**src/hw/usb_status_map.svh**
```systemverilog
// register offsets, field positions, reset values and timing counts for the usb status block
`ifndef USB_STATUS_MAP_SVH
`define USB_STATUS_MAP_SVH
`define OFF_BUS_EVENT 12'h140
`define OFF_IRQ_MASK 12'h144
`define OFF_IRQ_STATUS 12'h148
`define OFF_DEV_CTRL 12'h100
`define OFF_ZLP_RX 12'h150
`define OFF_ZLP_TX 12'h154
`define OFF_SEND_ZLP 12'h15C
`define BIT_BUS_RESET 0
`define BIT_SUSPEND 1
`define BIT_GO_SUSPEND 0
`define IRQ_BIT_ZLP_RX 2
`define IRQ_BIT_ZLP_TX 3
`define RESET_FLAGS 8'h00
`define RESET_EVENTS 2'h0
`define IRQ_WIDTH 4
`define CLK_MHZ 125
`define SUSPEND_IDLE_US 3000
`define SUSPEND_IDLE_CYCLES (`SUSPEND_IDLE_US * `CLK_MHZ)
`endif

```
**src/hw/usb_status_pkg.sv**
```systemverilog
// types shared by the usb status block
package usb_status_pkg;
    typedef logic [7:0] ep_flags_t;
    typedef logic [31:0] word_t;
    typedef enum logic [2:0] {
        IDLE_ACTIVE = 3'b001,
        IDLE_COUNT = 3'b010,
        IDLE_SUSPENDED = 3'b100
    } idle_state_t;
endpackage

```
**src/hw/ep_flag_bank.sv**
```systemverilog
// eight per-endpoint sticky status flags, software writes the whole byte
`timescale 1ns/1ps
`include "usb_status_map.svh"
module ep_flag_bank (
    // clock and reset
    input wire logic ref_clk,
    input wire logic rst,
    // hardware events, one bit per endpoint
    input wire usb_status_pkg::ep_flags_t setPulse,
    // software write
    input wire logic writeEn,
    input wire usb_status_pkg::ep_flags_t writeData,
    // stored flags
    output usb_status_pkg::ep_flags_t flags
);
    usb_status_pkg::ep_flags_t flags_r; // held flags
    usb_status_pkg::ep_flags_t flags_nxt; // next value
    // a set in the same cycle as a write of zero still wins, so no event is lost
    assign flags_nxt = (writeEn ? writeData : flags_r) | setPulse;
    assign flags = flags_r;
    // flag storage
    always_ff @(posedge ref_clk) begin
        if (rst) begin
            flags_r <= `RESET_FLAGS;
        end else begin
            flags_r <= flags_nxt;
        end
    end
endmodule

```
**src/hw/idle_timer.sv**
```systemverilog
// bus idle timer: flags the moment the line has been idle beyond the suspend limit
`timescale 1ns/1ps
`include "usb_status_map.svh"
module idle_timer #(
    parameter int unsigned IDLE_CYCLES = `SUSPEND_IDLE_CYCLES
) (
    // clock and reset
    input wire logic ref_clk,
    input wire logic rst,
    // line state
    input wire logic busIdle,
    // one-cycle pulse once idle exceeds the limit
    output logic idleExpired
);
    usb_status_pkg::idle_state_t state_r; // timer state
    usb_status_pkg::idle_state_t state_nxt; // next state
    logic [19:0] count_r; // idle cycles seen
    logic [19:0] count_nxt; // next count
    wire logic atLimit; // count has reached the limit
    // strictly more than the limit, hence the compare with the limit itself
    assign atLimit = count_r >= 20'(IDLE_CYCLES);
    // next state and counter
    always_comb begin
        state_nxt = state_r;
        count_nxt = count_r;
        idleExpired = 1'b0;
        unique case (state_r)
            usb_status_pkg::IDLE_ACTIVE: begin
                count_nxt = 20'h00000;
                if (busIdle) begin
                    state_nxt = usb_status_pkg::IDLE_COUNT;
                end
            end
            usb_status_pkg::IDLE_COUNT: begin
                if (!busIdle) begin
                    state_nxt = usb_status_pkg::IDLE_ACTIVE;
                end else if (atLimit) begin
                    idleExpired = 1'b1;
                    state_nxt = usb_status_pkg::IDLE_SUSPENDED;
                end else begin
                    count_nxt = count_r + 20'h00001;
                end
            end
            usb_status_pkg::IDLE_SUSPENDED: begin
                // one pulse per idle stretch; wait for activity
                if (!busIdle) begin
                    state_nxt = usb_status_pkg::IDLE_ACTIVE;
                end
            end
            default: begin
                state_nxt = usb_status_pkg::IDLE_ACTIVE;
            end
        endcase
    end
    // state registers
    always_ff @(posedge ref_clk) begin
        if (rst) begin
            state_r <= usb_status_pkg::IDLE_ACTIVE;
            count_r <= 20'h00000;
        end else begin
            state_r <= state_nxt;
            count_r <= count_nxt;
        end
    end
endmodule

```
**src/hw/usb_device_bus_event_zlp_status.sv**
```systemverilog
// usb device bus event and zero-length packet status registers behind an ahb-lite slave
// Summary of operation
// - idle over 3 ms sets suspend flag
// - bus reset or resume clears suspend
// - suspend flag bit 1, write-one clears
// - bus reset sets bit 0 flag
// - received zero-length packet sets rx flag
// - eight rx flags, endpoints one to eight
// - sent zero-length packet sets tx flag
// - tx flag n at bit n-1
// - zero-length sent clears send request
//
// Local design decision: the AHB-Lite register port.
`timescale 1ns/1ps
`include "usb_status_map.svh"
module usb_device_bus_event_zlp_status #(
    parameter int unsigned IDLE_CYCLES = `SUSPEND_IDLE_CYCLES
) (
    // clock and reset
    input wire logic ref_clk,
    input wire logic rst,
    // ahb-lite slave
    input wire logic hsel,
    input wire logic [31:0] haddr,
    input wire logic [1:0] htrans,
    input wire logic hwrite,
    input wire logic [2:0] hsize,
    input wire logic [31:0] hwdata,
    input wire logic hready,
    output logic [31:0] hrdata,
    output logic hreadyout,
    output logic hresp,
    // usb link events from the protocol engine
    input wire logic busIdle,
    input wire logic busResetDetect,
    input wire logic resumeDetect,
    input wire usb_status_pkg::ep_flags_t epZeroLenRx,
    input wire usb_status_pkg::ep_flags_t epZeroLenTx,
    // control toward the protocol engine
    output logic goSuspendRequest,
    output usb_status_pkg::ep_flags_t inEpSendZeroLenRequest,
    // interrupt
    output logic irq
);
    // address phase capture
    logic wrPend_r; // write data phase pending
    logic [11:0] addr_r; // latched byte address, low 12 bits
    wire logic addrTaken; // valid transfer accepted
    assign addrTaken = hsel & hready & htrans[1];
    // address phase register
    always_ff @(posedge ref_clk) begin
        if (rst) begin
            wrPend_r <= 1'b0;
            addr_r <= 12'h000;
        end else begin
            wrPend_r <= addrTaken & hwrite;
            addr_r <= addrTaken ? haddr[11:0] : addr_r;
        end
    end
    // the slave never stalls and never errors
    assign hreadyout = 1'b1;
    assign hresp = 1'b0;

    // write decode, done in the data phase when hwdata is valid
    wire logic wrBusEvent; // write to bus event flags
    wire logic wrMask; // write to interrupt mask
    wire logic wrCtrl; // write to device control
    wire logic wrRx; // write to rx status
    wire logic wrTx; // write to tx status
    wire logic wrSendZlp; // write to send request register
    assign wrBusEvent = wrPend_r & (addr_r == `OFF_BUS_EVENT);
    assign wrMask = wrPend_r & (addr_r == `OFF_IRQ_MASK);
    assign wrCtrl = wrPend_r & (addr_r == `OFF_DEV_CTRL);
    assign wrRx = wrPend_r & (addr_r == `OFF_ZLP_RX);
    assign wrTx = wrPend_r & (addr_r == `OFF_ZLP_TX);
    assign wrSendZlp = wrPend_r & (addr_r == `OFF_SEND_ZLP);

    // read decode in the address phase so data is registered for the data phase
    wire logic rdTaken; // read accepted this cycle
    wire logic rdIrqStatus; // read of interrupt status clears it
    assign rdTaken = addrTaken & ~hwrite;
    assign rdIrqStatus = rdTaken & (haddr[11:0] == `OFF_IRQ_STATUS);

    // suspend idle timer
    wire logic idleExpired; // idle limit reached
    idle_timer #(
        .IDLE_CYCLES(IDLE_CYCLES)
    ) u_idle_timer (
        .ref_clk(ref_clk),
        .rst(rst),
        .busIdle(busIdle),
        .idleExpired(idleExpired)
    );

    // bus event flags: bit 0 bus reset, bit 1 suspend
    logic suspendEventFlag_r; // suspend flag
    logic suspendEventFlag_nxt; // next suspend flag
    logic busResetEventFlag_r; // bus reset flag
    logic busResetEventFlag_nxt; // next bus reset flag
    wire logic clrSuspendSw; // write-one clear of suspend
    wire logic clrBusResetSw; // write-one clear of bus reset
    assign clrSuspendSw = wrBusEvent & hwdata[`BIT_SUSPEND];
    assign clrBusResetSw = wrBusEvent & hwdata[`BIT_BUS_RESET];
    // suspend: expiry wins over any clear; bus reset or resume also clear it
    assign suspendEventFlag_nxt = idleExpired
        | (suspendEventFlag_r & ~clrSuspendSw & ~busResetDetect & ~resumeDetect);
    // bus reset: only a firmware write clears it
    assign busResetEventFlag_nxt = busResetDetect | (busResetEventFlag_r & ~clrBusResetSw);
    // bus event flag storage
    always_ff @(posedge ref_clk) begin
        if (rst) begin
            suspendEventFlag_r <= 1'b0;
            busResetEventFlag_r <= 1'b0;
        end else begin
            suspendEventFlag_r <= suspendEventFlag_nxt;
            busResetEventFlag_r <= busResetEventFlag_nxt;
        end
    end

    // device control: go-suspend request
    logic goSuspend_r; // go-suspend bit
    // firmware is expected to clear the suspend flag first; hardware does not check
    // leaving suspend on resume or bus reset drops the request
    always_ff @(posedge ref_clk) begin
        if (rst) begin
            goSuspend_r <= 1'b0;
        end else if (busResetDetect | resumeDetect) begin
            goSuspend_r <= 1'b0;
        end else if (wrCtrl) begin
            goSuspend_r <= hwdata[`BIT_GO_SUSPEND];
        end
    end
    assign goSuspendRequest = goSuspend_r;

    // per endpoint zero-length status banks
    usb_status_pkg::ep_flags_t zeroLengthReceiveStatus; // rx flags, endpoint n at bit n-1
    usb_status_pkg::ep_flags_t zeroLengthTransmitStatus; // tx flags, endpoint n at bit n-1
    ep_flag_bank u_rx_bank (
        .ref_clk(ref_clk),
        .rst(rst),
        .setPulse(epZeroLenRx),
        .writeEn(wrRx),
        .writeData(hwdata[7:0]),
        .flags(zeroLengthReceiveStatus)
    );
    ep_flag_bank u_tx_bank (
        .ref_clk(ref_clk),
        .rst(rst),
        .setPulse(epZeroLenTx),
        .writeEn(wrTx),
        .writeData(hwdata[7:0]),
        .flags(zeroLengthTransmitStatus)
    );

    // send zero-length request bits, one per in endpoint
    usb_status_pkg::ep_flags_t sendZlp_r; // request bits
    usb_status_pkg::ep_flags_t sendZlp_nxt; // next request bits
    // the sent event clears its bit even against a same-cycle write of one
    assign sendZlp_nxt = (wrSendZlp ? hwdata[7:0] : sendZlp_r) & ~epZeroLenTx;
    always_ff @(posedge ref_clk) begin
        if (rst) begin
            sendZlp_r <= `RESET_FLAGS;
        end else begin
            sendZlp_r <= sendZlp_nxt;
        end
    end
    assign inEpSendZeroLenRequest = sendZlp_r;

    // interrupt status: sticky, cleared by reading it
    logic [`IRQ_WIDTH-1:0] irqStatus_r; // sticky events
    logic [`IRQ_WIDTH-1:0] irqStatus_nxt; // next sticky events
    logic [`IRQ_WIDTH-1:0] irqMask_r; // enable mask, one enables
    wire logic [`IRQ_WIDTH-1:0] irqEvents; // this cycle's events
    assign irqEvents = {|epZeroLenTx, |epZeroLenRx, idleExpired, busResetDetect};
    // an event in the cycle of the clearing read survives
    assign irqStatus_nxt = (rdIrqStatus ? {`IRQ_WIDTH{1'b0}} : irqStatus_r) | irqEvents;
    always_ff @(posedge ref_clk) begin
        if (rst) begin
            irqStatus_r <= {`IRQ_WIDTH{1'b0}};
            irqMask_r <= {`IRQ_WIDTH{1'b0}};
        end else begin
            irqStatus_r <= irqStatus_nxt;
            irqMask_r <= wrMask ? hwdata[`IRQ_WIDTH-1:0] : irqMask_r;
        end
    end
    assign irq = |(irqStatus_r & irqMask_r);

    // read mux, unmapped and reserved bits read as zero
    wire logic [11:0] rdAddr; // address being read
    usb_status_pkg::word_t rdMux; // selected word
    assign rdAddr = haddr[11:0];
    assign rdMux =
        (rdAddr == `OFF_BUS_EVENT) ? {30'h00000000, suspendEventFlag_r, busResetEventFlag_r} :
        (rdAddr == `OFF_IRQ_MASK) ? {28'h0000000, irqMask_r} :
        (rdAddr == `OFF_IRQ_STATUS) ? {28'h0000000, irqStatus_r} :
        (rdAddr == `OFF_DEV_CTRL) ? {31'h00000000, goSuspend_r} :
        (rdAddr == `OFF_ZLP_RX) ? {24'h000000, zeroLengthReceiveStatus} :
        (rdAddr == `OFF_ZLP_TX) ? {24'h000000, zeroLengthTransmitStatus} :
        (rdAddr == `OFF_SEND_ZLP) ? {24'h000000, sendZlp_r} :
        32'h00000000;
    // read data register; holds between reads
    logic [31:0] hrdata_r; // registered read data
    always_ff @(posedge ref_clk) begin
        if (rst) begin
            hrdata_r <= 32'h00000000;
        end else if (rdTaken) begin
            hrdata_r <= rdMux;
        end
    end
    assign hrdata = hrdata_r;
endmodule

```
**config.mk**
```make
export PLATFORM = sky130hd
export DESIGN_NAME = usb_device_bus_event_zlp_status
export DESIGN_NICKNAME = d
export VERILOG_FILES = /design/src/hw/usb_status_pkg.sv /design/src/hw/ep_flag_bank.sv /design/src/hw/idle_timer.sv /design/src/hw/usb_device_bus_event_zlp_status.sv
export VERILOG_INCLUDE_DIRS = /design/src /design/src/hw
export SDC_FILE = /design/constraint.sdc
export NUM_CORES = 1
export LEC_CHECK = 0
export BUFFER_PORTS_ARGS = -buffer_cell sky130_fd_sc_hd__buf_2
export CELL_PAD_IN_SITES_DETAIL_PLACEMENT = 1
export CELL_PAD_IN_SITES_GLOBAL_PLACEMENT = 1
export CORE_MARGIN = 2
export CORE_UTILIZATION = 33
export CTS_CLUSTER_DIAMETER = 40
export DETAILED_ROUTE_END_ITERATION = 8
export PLACE_DENSITY = 0.84
export SLEW_MARGIN = 40
export SYNTH_ARGS = -nofsm -noshare
export SYNTH_HDL_FRONTEND = slang
export SYNTH_SLANG_ARGS = --single-unit
```
**constraint.sdc**
```tcl
create_clock -name ref_clk -period 1.82 [get_ports ref_clk]
set_clock_uncertainty 0.2 [all_clocks]
set_input_delay 0.182 -clock ref_clk [delete_from_list [all_inputs] [get_ports ref_clk]]
set_output_delay 0.182 -clock ref_clk [all_outputs]
set_load 0.01 [all_outputs]
```
=== Yosys cells after proc, flatten, opt, wreduce, memory -nomap -nowiden ===
Index checks and enable logic that the tools add are counted.

* Output and inout bits: 44
* Bits of input ports: 93
* Logic and storage cells: 96
* Register bits after elaboration: 103

* Reduce and logical (&&, ||, !) cells: 7
* Bitwise operators: 31
* Equal/unequal tests: 21
* Magnitude comparators: 1
* $add $sub $neg: 1
* Mux-type cells: 22

{| class="wikitable"
|+ Operator list
! operator !! count
|-
| 12-bit by 9-bit equality test with 1-bit output, second input constant || 13
|-
| 8-bit 2-to-1 mux || 10
|-
| 20-bit 2-to-1 mux || 2
|-
| 20-bit case mux with 2 select lines || 1
|-
| 20-bit by 1-bit adder with 20-bit output, second input constant || 1
|-
| 20-bit by 19-bit >= comparator with 1-bit output, second input constant || 1
|-
| 1-bit bitwise AND || 17
|-
| 8-bit OR || 2
|-
| 8-bit OR reduction || 2
|-
| 3-bit 2-to-1 mux || 4
|-
| 3-bit case mux with 3 select lines || 1
|-
| 8-bit bitwise AND || 1
|-
| 2-bit inequality test, second input constant || 4
|-
| 8-bit inverter || 1
|-
| 3-bit AND reduction || 2
|-
| 1-bit inverter || 5
|-
| 4-bit bitwise AND || 1
|-
| 4-bit 2-to-1 mux || 1
|-
| 4-bit OR || 1
|-
| 4-bit OR reduction || 1
|-
| 3-bit by 1-bit equality test with 1-bit output, second input constant || 1
|-
| 3-bit by 2-bit equality test with 1-bit output, second input constant || 1
|-
| 3-bit equality test, second input constant || 1
|-
| 1-bit 2-to-1 mux || 3
|-
| 4 further kinds || 6
|}

=== Longest topological paths before layout ===
Gate-level depths: netlist of the first run.

* Depth in word-level cells: 8
* Mapped depth: 7
* Depth with buffers taken out: 5

=== By module ===
A second synthesis of the first run with hierarchy kept.

* Cell total of the unflattened synthesis: 500
* Area, all modules: 4,169.0 µm²

{| class="wikitable"
|+ By module, submodules not included
! module !! area each (µm²) !! sequential area each (µm²) !! cells each !! instances
|-
| usb_device_bus_event_zlp_status || 2,194.6 || 800.8 || 268 || 1
|-
| idle_timer || 1,323.8 || 460.4 || 164 || 1
|-
| ep_flag_bank || 325.3 || 160.2 || 34 || 2
|}

=== Worst setup path before layout of the first run ===
OpenSTA, ideal clock, no wires.

* Path kind: reg2reg
* Start: register addr_r[9]
* End: register u_rx_bank.flags_r[0] (netlist: u_rx_bank.flags[0])
* Arrival time: 1.577 ns
* Path slack: -0.090 ns
* Cell stages (with the launch flop): 6
* Path through: dfxtp_1 > or4b_4 > nor4_4 > nand2_1 > nand2_1 > a21oi_1

* Cells in the longest elaborated chain, start to end: 4

{| class="wikitable"
|+ Ends and longest elaborated chain
! element !! RTL line !! source
|-
| from (decl) || usb_device_bus_event_zlp_status.sv:47 || <nowiki>logic [11:0] addr_r;</nowiki>
|-
| from (signal assigned) || usb_device_bus_event_zlp_status.sv:57 || <nowiki>addr_r <= addrTaken ? haddr[11:0] : addr_r;</nowiki>
|-
| 12-bit by 9-bit equality test with 1-bit output (no source line) || - ||
|-
| 1-bit bitwise AND || usb_device_bus_event_zlp_status.sv:74 || <nowiki>assign wrRx = wrPend_r & (addr_r == `OFF_ZLP_RX);</nowiki>
|-
| 8-bit 2-to-1 mux || ep_flag_bank.sv:19 || <nowiki>assign flags_nxt = (writeEn ? writeData : flags_r) | setPulse;</nowiki>
|-
| 8-bit OR || ep_flag_bank.sv:19 ||
|-
| to (signal assigned) || ep_flag_bank.sv:24 || <nowiki>flags_r <= `RESET_FLAGS;</nowiki>
|-
| to (signal assigned) || ep_flag_bank.sv:26 || <nowiki>flags_r <= flags_nxt;</nowiki>
|-
| to (decl) || ep_flag_bank.sv:16 || <nowiki>usb_status_pkg::ep_flags_t flags_r;</nowiki>
|}

No other way between the ends.
A chain may end at the register's enable or synchronous reset.

=== Worst setup path after layout of the first run ===
* Start: register addr_r[9]
* End: register sendZlp_r[7] (netlist: inEpSendZeroLenRequest[7])

* Cells in the longest elaborated chain, start to end: 4

{| class="wikitable"
|+ Ends and longest elaborated chain
! element !! RTL line !! source
|-
| 12-bit by 9-bit equality test with 1-bit output (no source line) || - ||
|-
| 1-bit bitwise AND || usb_device_bus_event_zlp_status.sv:76 || <nowiki>assign wrSendZlp = wrPend_r & (addr_r == `OFF_SEND_ZLP);</nowiki>
|-
| 8-bit 2-to-1 mux || usb_device_bus_event_zlp_status.sv:159 || <nowiki>assign sendZlp_nxt = (wrSendZlp ? hwdata[7:0] : sendZlp_r) & ~epZeroLenTx;</nowiki>
|-
| 8-bit bitwise AND || usb_device_bus_event_zlp_status.sv:159 ||
|-
| to (signal assigned) || usb_device_bus_event_zlp_status.sv:162 || <nowiki>sendZlp_r <= `RESET_FLAGS;</nowiki>
|-
| to (signal assigned) || usb_device_bus_event_zlp_status.sv:164 || <nowiki>sendZlp_r <= sendZlp_nxt;</nowiki>
|-
| to (decl) || usb_device_bus_event_zlp_status.sv:156 || <nowiki>usb_status_pkg::ep_flags_t sendZlp_r;</nowiki>
|}

No other way between the ends.

==> flow_metrics.py, run 1 <==
metrics = {
    "run_status": {
        "status": "finished, violations left",
        "violations": "setup timing",
    },
    "worst_setup_path": {
        "path_cells": "or4b_4, nor2_2, and4_4, buf_12, mux2i_1, nor3_1",
        "crit_family": "simple AND/OR/NAND/NOR gates",
        "cp_data_required_time_ns": 1.85,
        "r2r_slack_ns": -0.31,
        "cp-end-kind": "register",
        "start_kind": "register",
        "critical_path.endpoint": "inEpSendZeroLenRequest[7]$_SDFF_PP0_",
        "r2r-end": "inEpSendZeroLenRequest[7]$_SDFF_PP0_",
        "critPathBufInv": 1,
        "ff2ff_path_depth": 6,
        "cp_max_fo": 8,
        "crit_path_top_delay_cell": "or4b_4",
        "r2r-start": "addr_r[9]$_SDFFE_PP0P_",
        "cpPeakStageDelay_ns": 0.58,
        "critical_path_arrival_ns": 2.16,
        "path_depth": 6,
        "worstSetupStartpoint": "addr_r[9]$_SDFFE_PP0P_",
        "criticalPathCategory": "register to register",
    },
    "placed_design": {
        "place_area_um2": 4669,
        "dpl_worst_slack_ns": -0.2187,
        "dp_cells": 706,
        "port_buffers": 62,
        "dp_hpwl_um": 9143,
        "gp_congestion": 0.8670,
    },
    "global_routing": {
        "grt_max_degree": 38,
        "grt-busiest-layer": "met2",
        "grt_pass1_wl_um": 23370,
        "antenna_found_initial": 1,
        "gr-usage-met2_pct": 41.24,
        "grt_use_total_pct": 22.96,
        "grtUsageMet1_pct": 25.37,
        "met3_usage_pct": 4.463,
        "grt_pass1_vias": 4579,
        "grt.overflow.total": 0,
    },
    "die": {
        "die_area_um2": 12960,
        "start_util_pct": 33.43,
        "rows": 40,
        "ioPinCount": 137,
        "dieHeight_um": 113.9,
        "die_x_um": 113.9,
        "design.core.area_um2": 11910,
    },
    "run": {
        "maxCapViolCount": 0,
    },
    "cts": {
        "htreeDepth": 3,
        "clk_latency_ns": 0.35,
        "clk_pin_slew_ns": 0.08,
        "cts_tree": "yes",
        "clockBufferDepth": 2,
        "cts_made_buffers": 9,
        "cts.sinks": 79,
        "root_buffer": "clkbuf_16",
    },
    "timing": {
        "rsz0062_at_grt": "true",
        "setup_viol": 47,
        "final-hold-violation-count": 0,
        "hold_ws_ns": 0.05054,
        "slew_headroom_pct": 65.29,
        "worst_pin_slew_ns": 0.5076,
        "worst_slack_ns": -0.3111,
        "fin_crit_ns": 2.131,
        "slew_violations": 0,
        "max_freq_ghz": 0.4692,
        "min_period_over_period_pct": 117.1,
    },
    "min_path": {
        "min_path_type": "primary input to register",
        "min_path_cells": 3,
    },
    "power": {
        "ir_drop_uv": 460.5,
        "leakagePower_nw": 2.373,
        "combPwrFrac_pct": 11.8,
        "seq_power_share_pct": 43.1,
        "power_density_nw_per_um2": 707.5,
        "clkPwrFrac_pct": 45.0,
        "p_int_w": 0.003066,
        "switching_share_pct": 27.12,
        "p_sw_w": 0.001141,
    },
    "finish": {
        "fillCellCount": 1399,
        "area.growth.synth_to_final_pct": 49.29,
        "nNetsFinal": 719,
        "multi_input_area_um2": 2567,
        "instances_no_fill": 778,
        "final-seq-area_um2": 1600,
        "layout-drive-gt1-share_pct": 39.43,
        "final_area_um2": 5946,
    },
    "synthesis": {
        "synth-async-reset-ratio_pct": 0,
        "yosysUniqueCellTypes": 59,
        "synth_area_leaders": "dfxtp_1, a21oi_1, nand2_1, buf_4, a31oi_1",
        "synth_seq_cells": 79,
        "synth-edff-count": 0,
        "syn-instance-count": 478,
        "ys_top_cells_by_count": "dfxtp_1, nand2_1, a21oi_1",
        "yosysSeqAreaShare_pct": 39.71,
        "synth_top_flop_cell": "dfxtp_1",
        "synth_area_leader_cell": "dfxtp_1",
        "yosysMostFrequentCell": "dfxtp_1",
        "yosys.area.top_type_share_pct": 39.71,
        "synth_area_um2": 3983,
        "yosysWarnings": 0,
        "postSynthAreaPerCell_um2": 8.332,
    },
    "drt": {
        "vias": 4499,
        "first_pass_iters": 5,
        "drt_wl_total_um": 17220,
        "viasPerCell": 5.783,
        "drc": 0,
        "drt-initial-drc-count": 292,
        "ant_nets": 0,
        "wl_per_cell_um": 22.13,
    },
}
[worst register-to-register path, cell delays in order (launching register included)]
cell and delay [ns]:
dfxtp_2 0.32, or4b_4 0.58, nor2_2 0.10, and4_4 0.25, buf_12 0.15, mux2i_1 0.11
nor3_1 0.31
[routing by layer]
layer / share of wire (%) / wire, um / vias up
met5: 0 / 0 / -
met4: 5.7 / 985 / 0
met3: 5.5 / 949 / 82
met2: 50 / 8644 / 227
met1: 39 / 6640 / 2217
li1: - / - / 1973
[per-stage QoR]
stage | TNS (ns) | power [W] | utilization (%)
4_1_cts | -5.374 | 0.004086 | 46.59
5_1_grt | -9.763 | 0.004305 | 49.90
3_5_place_dp | -5.701 | 0.002194 | 39.20
6_report | -6.479 | 0.004206 | 49.92
2_1_floorplan | -1.672 | 0.002075 | -
3_3_place_gp | -3.403 | 0.002172 | 39.20
[what timing repair did]
action / CTS / global route
cloned: 0 / 2
pin swaps: 23 / 32
setup buffers: 9 / 5
hold buffers: 40 / 0
hold endpoints to repair: 46 / 0
resized for setup: 29 / 88
endpoints found under the setup margin: 46 / 54
[flip-flops by register name, summed over array words and instances, names as in the netlist, 3 cells and up]
signal	count
addr_r	12
hrdata	8
inEpSendZeroLenRequest	8
irqMask_r	4
irqStatus_r	4
u_idle_timer.count_r	20
u_idle_timer.state_r	3
u_rx_bank.flags	8
u_tx_bank.flags	8
[how the worst min path moves through the flow]
stage	startpoint	to	slack [ns]
CTS	haddr[3]	addr_r[3]$_SDFFE_PP0P_	0.03
floorplan	epZeroLenTx[0]	inEpSendZeroLenRequest[0]$_SDFF_PP0_	0.06
detailed placement	epZeroLenTx[4]	inEpSendZeroLenRequest[4]$_SDFF_PP0_	0.19
global route	haddr[3]	addr_r[3]$_SDFFE_PP0P_	0.08
finish	haddr[3]	addr_r[3]$_SDFFE_PP0P_	0.05
global placement	epZeroLenTx[3]	inEpSendZeroLenRequest[3]$_SDFF_PP0_	0.18
[power by group through the flow]
stage / Clock, W / Combinational [W] / Sequential (W)
2_1_floorplan: 0 / 0.000243 / 0.00183
5_1_grt: 0.00196 / 0.000529 / 0.00182
3_5_place_dp: 0 / 0.000353 / 0.00184
4_1_cts: 0.00185 / 0.000430 / 0.00180
3_3_place_gp: 0 / 0.000336 / 0.00184
6_report: 0.00189 / 0.000498 / 0.00181
[kinds of logic after synthesis]
logic type	Yosys count	share of synthesized area, %
AOI/OAI and AO/OA	123	20.30
xor gates and xnor gates	3	0.6599
adders and majority gates	2	0.6282
buffers and inverters	61	8.859
DFF	79	39.71
muxes	20	5.310
other	2	0.1886
and+or+nand+nor	188	24.35
[layout by cell type, fill, tap and decap left out, types with 5 or more instances in the layout]
| cell type | n |
|---|---|
| buf_4 | 43 |
| conb_1 | 26 |
| dlygate4sd3_1 | 39 |
| dfxtp_1 | 66 |
| nand4_1 | 6 |
| o21ai_0 | 6 |
| a31o_2 | 5 |
| nor3_1 | 10 |
| nand2_2 | 11 |
| inv_1 | 8 |
| mux2_2 | 8 |
| nand3_1 | 11 |
| a21oi_1 | 41 |
| nor3_2 | 5 |
| nand2_4 | 6 |
| a31oi_1 | 20 |
| a22oi_1 | 8 |
| nor2_1 | 33 |
| mux2i_1 | 8 |
| dfxtp_2 | 12 |
| nand2_1 | 51 |
| a21oi_2 | 12 |
| buf_2 | 62 |
| clkbuf_16 | 9 |
| buf_6 | 18 |
| nand2b_1 | 6 |
[layout make-up]
type | count | area share (%)
Multi-Input combinational cell | 362 | 43.18
Tap cell | 147 | 3.093
Inverter | 8 | 0.5051
Clock buffer | 10 | 3.851
Timing Repair Buffer | 164 | 21.21
Sequential cell | 79 | 26.91
Clock inverter | 6 | 1.157
Antenna cell | 2 | 0.08418
Note: power is estimated with default switching activity, not from simulation.
==> inputs of run 2 (changes only) <==
Settings changed: ABC_AREA set to 1, CORE_UTILIZATION 33 to 32, PLACE_DENSITY 0.84 to unset, PLACE_DENSITY_LB_ADDON set to 0.15.
==> flow_metrics.py, run 2 <==
metrics = {
    "synthesis": {
        "postSynthAreaPerCell_um2": 6.634,
        "synth-edff-count": 0,
        "ys_top_cells_by_count": "nand2_1, inv_1, dfxtp_1",
        "synth_seq_cells": 79,
        "synth-async-reset-ratio_pct": 0,
        "yosysWarnings": 0,
        "syn-instance-count": 646,
        "synth_area_leaders": "dfxtp_1, nand2_1, inv_1, a21oi_1, nor2_1",
        "yosysSeqAreaShare_pct": 36.91,
        "synth_area_um2": 4285,
        "yosysUniqueCellTypes": 35,
        "synth_area_leader_cell": "dfxtp_1",
        "yosysMostFrequentCell": "nand2_1",
        "synth_top_flop_cell": "dfxtp_1",
        "yosys.area.top_type_share_pct": 36.91,
    },
    "die": {
        "start_util_pct": 32.62,
        "rows": 42,
        "design.core.area_um2": 13140,
        "die_x_um": 119.7,
        "dieHeight_um": 119.7,
        "die_area_um2": 14330,
        "ioPinCount": 137,
    },
    "placed_design": {
        "dp_cells": 913,
        "gp_congestion": 0.8497,
        "dp_hpwl_um": 11000,
        "port_buffers": 62,
    },
    "worst_setup_path": {
        "crit_path_top_delay_cell": "dfxtp_1",
        "critPathBufInv": 2,
        "start_kind": "register",
        "criticalPathCategory": "register to register",
        "path_cells": "nor3_2, nand2_1, nand2_1, nand2_1, nand2_1, nand3_2, nand2_4, inv_6, clkbuf_16, nand2_2, a21oi_2",
        "critical_path_arrival_ns": 1.80,
        "crit_path_frequent_cell": "nand2_1",
        "cpPeakStageDelay_ns": 0.37,
        "cp_max_fo": 5,
        "cp_data_required_time_ns": 1.83,
        "cp-end-kind": "register",
        "crit_family": "simple AND/OR/NAND/NOR gates",
    },
    "global_routing": {
        "antenna_found_initial": 0,
        "grt.overflow.total": 0,
        "grt_use_total_pct": 21.66,
        "grt_pass1_wl_um": 24470,
        "grt_max_degree": 48,
        "grt_pass1_vias": 4946,
    },
    "power": {
        "leakagePower_nw": 2.649,
        "ir_drop_uv": 340.7,
        "switching_share_pct": 30.37,
        "p_int_w": 0.003109,
        "p_sw_w": 0.001356,
        "clkPwrFrac_pct": 39.2,
        "power_density_nw_per_um2": 736.5,
        "seq_power_share_pct": 41.2,
        "combPwrFrac_pct": 19.6,
    },
    "drt": {
        "vias": 4750,
        "drt_wl_total_um": 15540,
        "ant_nets": 0,
        "viasPerCell": 4.867,
        "drt-initial-drc-count": 203,
        "first_pass_iters": 5,
        "wl_per_cell_um": 15.92,
        "drc": 0,
    },
    "cts": {
        "root_buffer": "clkbuf_16",
        "cts_tree": "yes",
        "clk_latency_ns": 0.35,
        "cts.sinks": 79,
        "clockBufferDepth": 2,
        "cts_made_buffers": 9,
        "htreeDepth": 3,
        "clk_pin_slew_ns": 0.07,
    },
    "timing": {
        "fin_crit_ns": 1.792,
        "rsz0062_at_grt": "true",
        "final-hold-violation-count": 0,
        "min_period_over_period_pct": 98.47,
        "max_freq_ghz": 0.5580,
        "hold_ws_ns": 0.01787,
        "slew_violations": 0,
        "slew_headroom_pct": 59.28,
        "setup_viol": 0,
        "worst_pin_slew_ns": 0.6108,
    },
    "finish": {
        "fillCellCount": 1724,
        "area.growth.synth_to_final_pct": 41.49,
        "layout-drive-gt1-share_pct": 27.00,
        "largestRegisters": "u_idle_timer.count_r x20, addr_r x12",
        "n_antenna_cell": 0,
        "nNetsFinal": 890,
        "final_common_cell": "nand2_1",
        "layout_common_cells": "nand2_1, inv_1, dfxtp_1",
        "largest-register": "u_idle_timer.count_r",
        "largest_register_ffs": 20,
        "instances_no_fill": 976,
    },
    "run": {
        "maxCapViolCount": 0,
    },
    "min_path": {
        "min_path_type": "primary input to register",
    },
    "run_status": {
        "status": "complete, no violations",
    },
}
run 2: routing by layer:
layer | global-route usage, % | vias to the layer above | part of all wire (%)
met5 | 0 | - | 0
met4 | 8.382 | 0 | 2.5
met3 | 3.042 | 24 | 3.4
met2 | 37.75 | 113 | 49
met1 | 27.01 | 2270 | 45
li1 | - | 2343 | -
run 2: worst register-to-register path, cell delays in order, from the launching register on:
cell and delay, ns:
dfxtp_1 0.37, nor3_2 0.17, nand2_1 0.08, nand2_1 0.08
nand2_1 0.06, nand2_1 0.07, nand3_2 0.11, nand2_4 0.17
inv_6 0.07, clkbuf_16 0.17, nand2_2 0.06, a21oi_2 0.05
run 2: metrics by stage:
stage	power, W	cell area (um^2)	util (%)	setup slack [ns]	setup TNS [ns]
2_1_floorplan	0.002256	4375	-	0.05929	0
3_3_place_gp	0.002437	4999	38.05	-0.01524	-0.06158
3_5_place_dp	0.002465	4999	38.05	-0.06116	-0.5592
4_1_cts	0.004285	5668	43.14	-0.01381	-0.06338
5_1_grt	0.004668	6063	46.15	-0.1251	-1.929
6_report	0.004466	6063	46.15	0.02783	0
run 2: area by class of cell:
class / count / area, um^2 / share of cell area (%)
Clock buffer: 9 / 225.2 / 3.714
Multi-Input combinational cell: 465 / 2420 / 39.91
Timing Repair Buffer: 157 / 1212 / 20.00
Clock inverter: 7 / 57.56 / 0.9492
Sequential cell: 79 / 1609 / 26.54
Tap cell: 176 / 220.2 / 3.632
Inverter: 83 / 319.1 / 5.262
run 2: power groups by stage:
stage	Combinational, W	Sequential (W)	Clock (W)
2_1_floorplan	0.000387	0.00187	0
3_3_place_gp	0.000564	0.00187	0
3_5_place_dp	0.000590	0.00188	0
4_1_cts	0.000659	0.00184	0.00179
5_1_grt	0.000952	0.00184	0.00187
6_report	0.000876	0.00184	0.00175
run 2: cells by family after synthesis:
| group | Yosys count | synth area share (%) |
|---|---|---|
| XOR/XNOR | 14 | 2.861 |
| AO/OA/AOI/OAI | 115 | 14.69 |
| buffers and inverters | 126 | 13.81 |
| flip-flops | 79 | 36.91 |
| adder cells (fa/ha/maj) | 2 | 0.5838 |
| AND/OR/NAND/NOR | 308 | 30.98 |
| other | 2 | 0.1752 |
run 2: path summary, 6_finish.rpt:
| check | slack [ns] | depth (start not counted) | startpoint | to |
|---|---|---|---|---|
| worst max-delay path | 0.03 | 11 | u_idle_timer.count_r[9]$_SDFFE_PP0P_ | u_idle_timer.count_r[7]$_SDFFE_PP0P_ |
| worst min-delay path | 0.02 | 3 | haddr[3] | addr_r[3]$_SDFFE_PP0P_ |
| worst min register to register | 0.26 | 2 | addr_r[1]$_SDFFE_PP0P_ | addr_r[1]$_SDFFE_PP0P_ |
| worst max register to register | 0.03 | 11 | u_idle_timer.count_r[9]$_SDFFE_PP0P_ | u_idle_timer.count_r[7]$_SDFFE_PP0P_ |
run 2: repair_timing:
item / 4_1_cts / 5_1_grt
setup buffers: 0 / 7
pin swaps: 0 / 22
hold buffers: 37 / 0
setup endpoints to repair: 12 / 48
gates resized for setup: 4 / 109
gates cloned: 0 / 3
hold endpoints to repair: 45 / 0
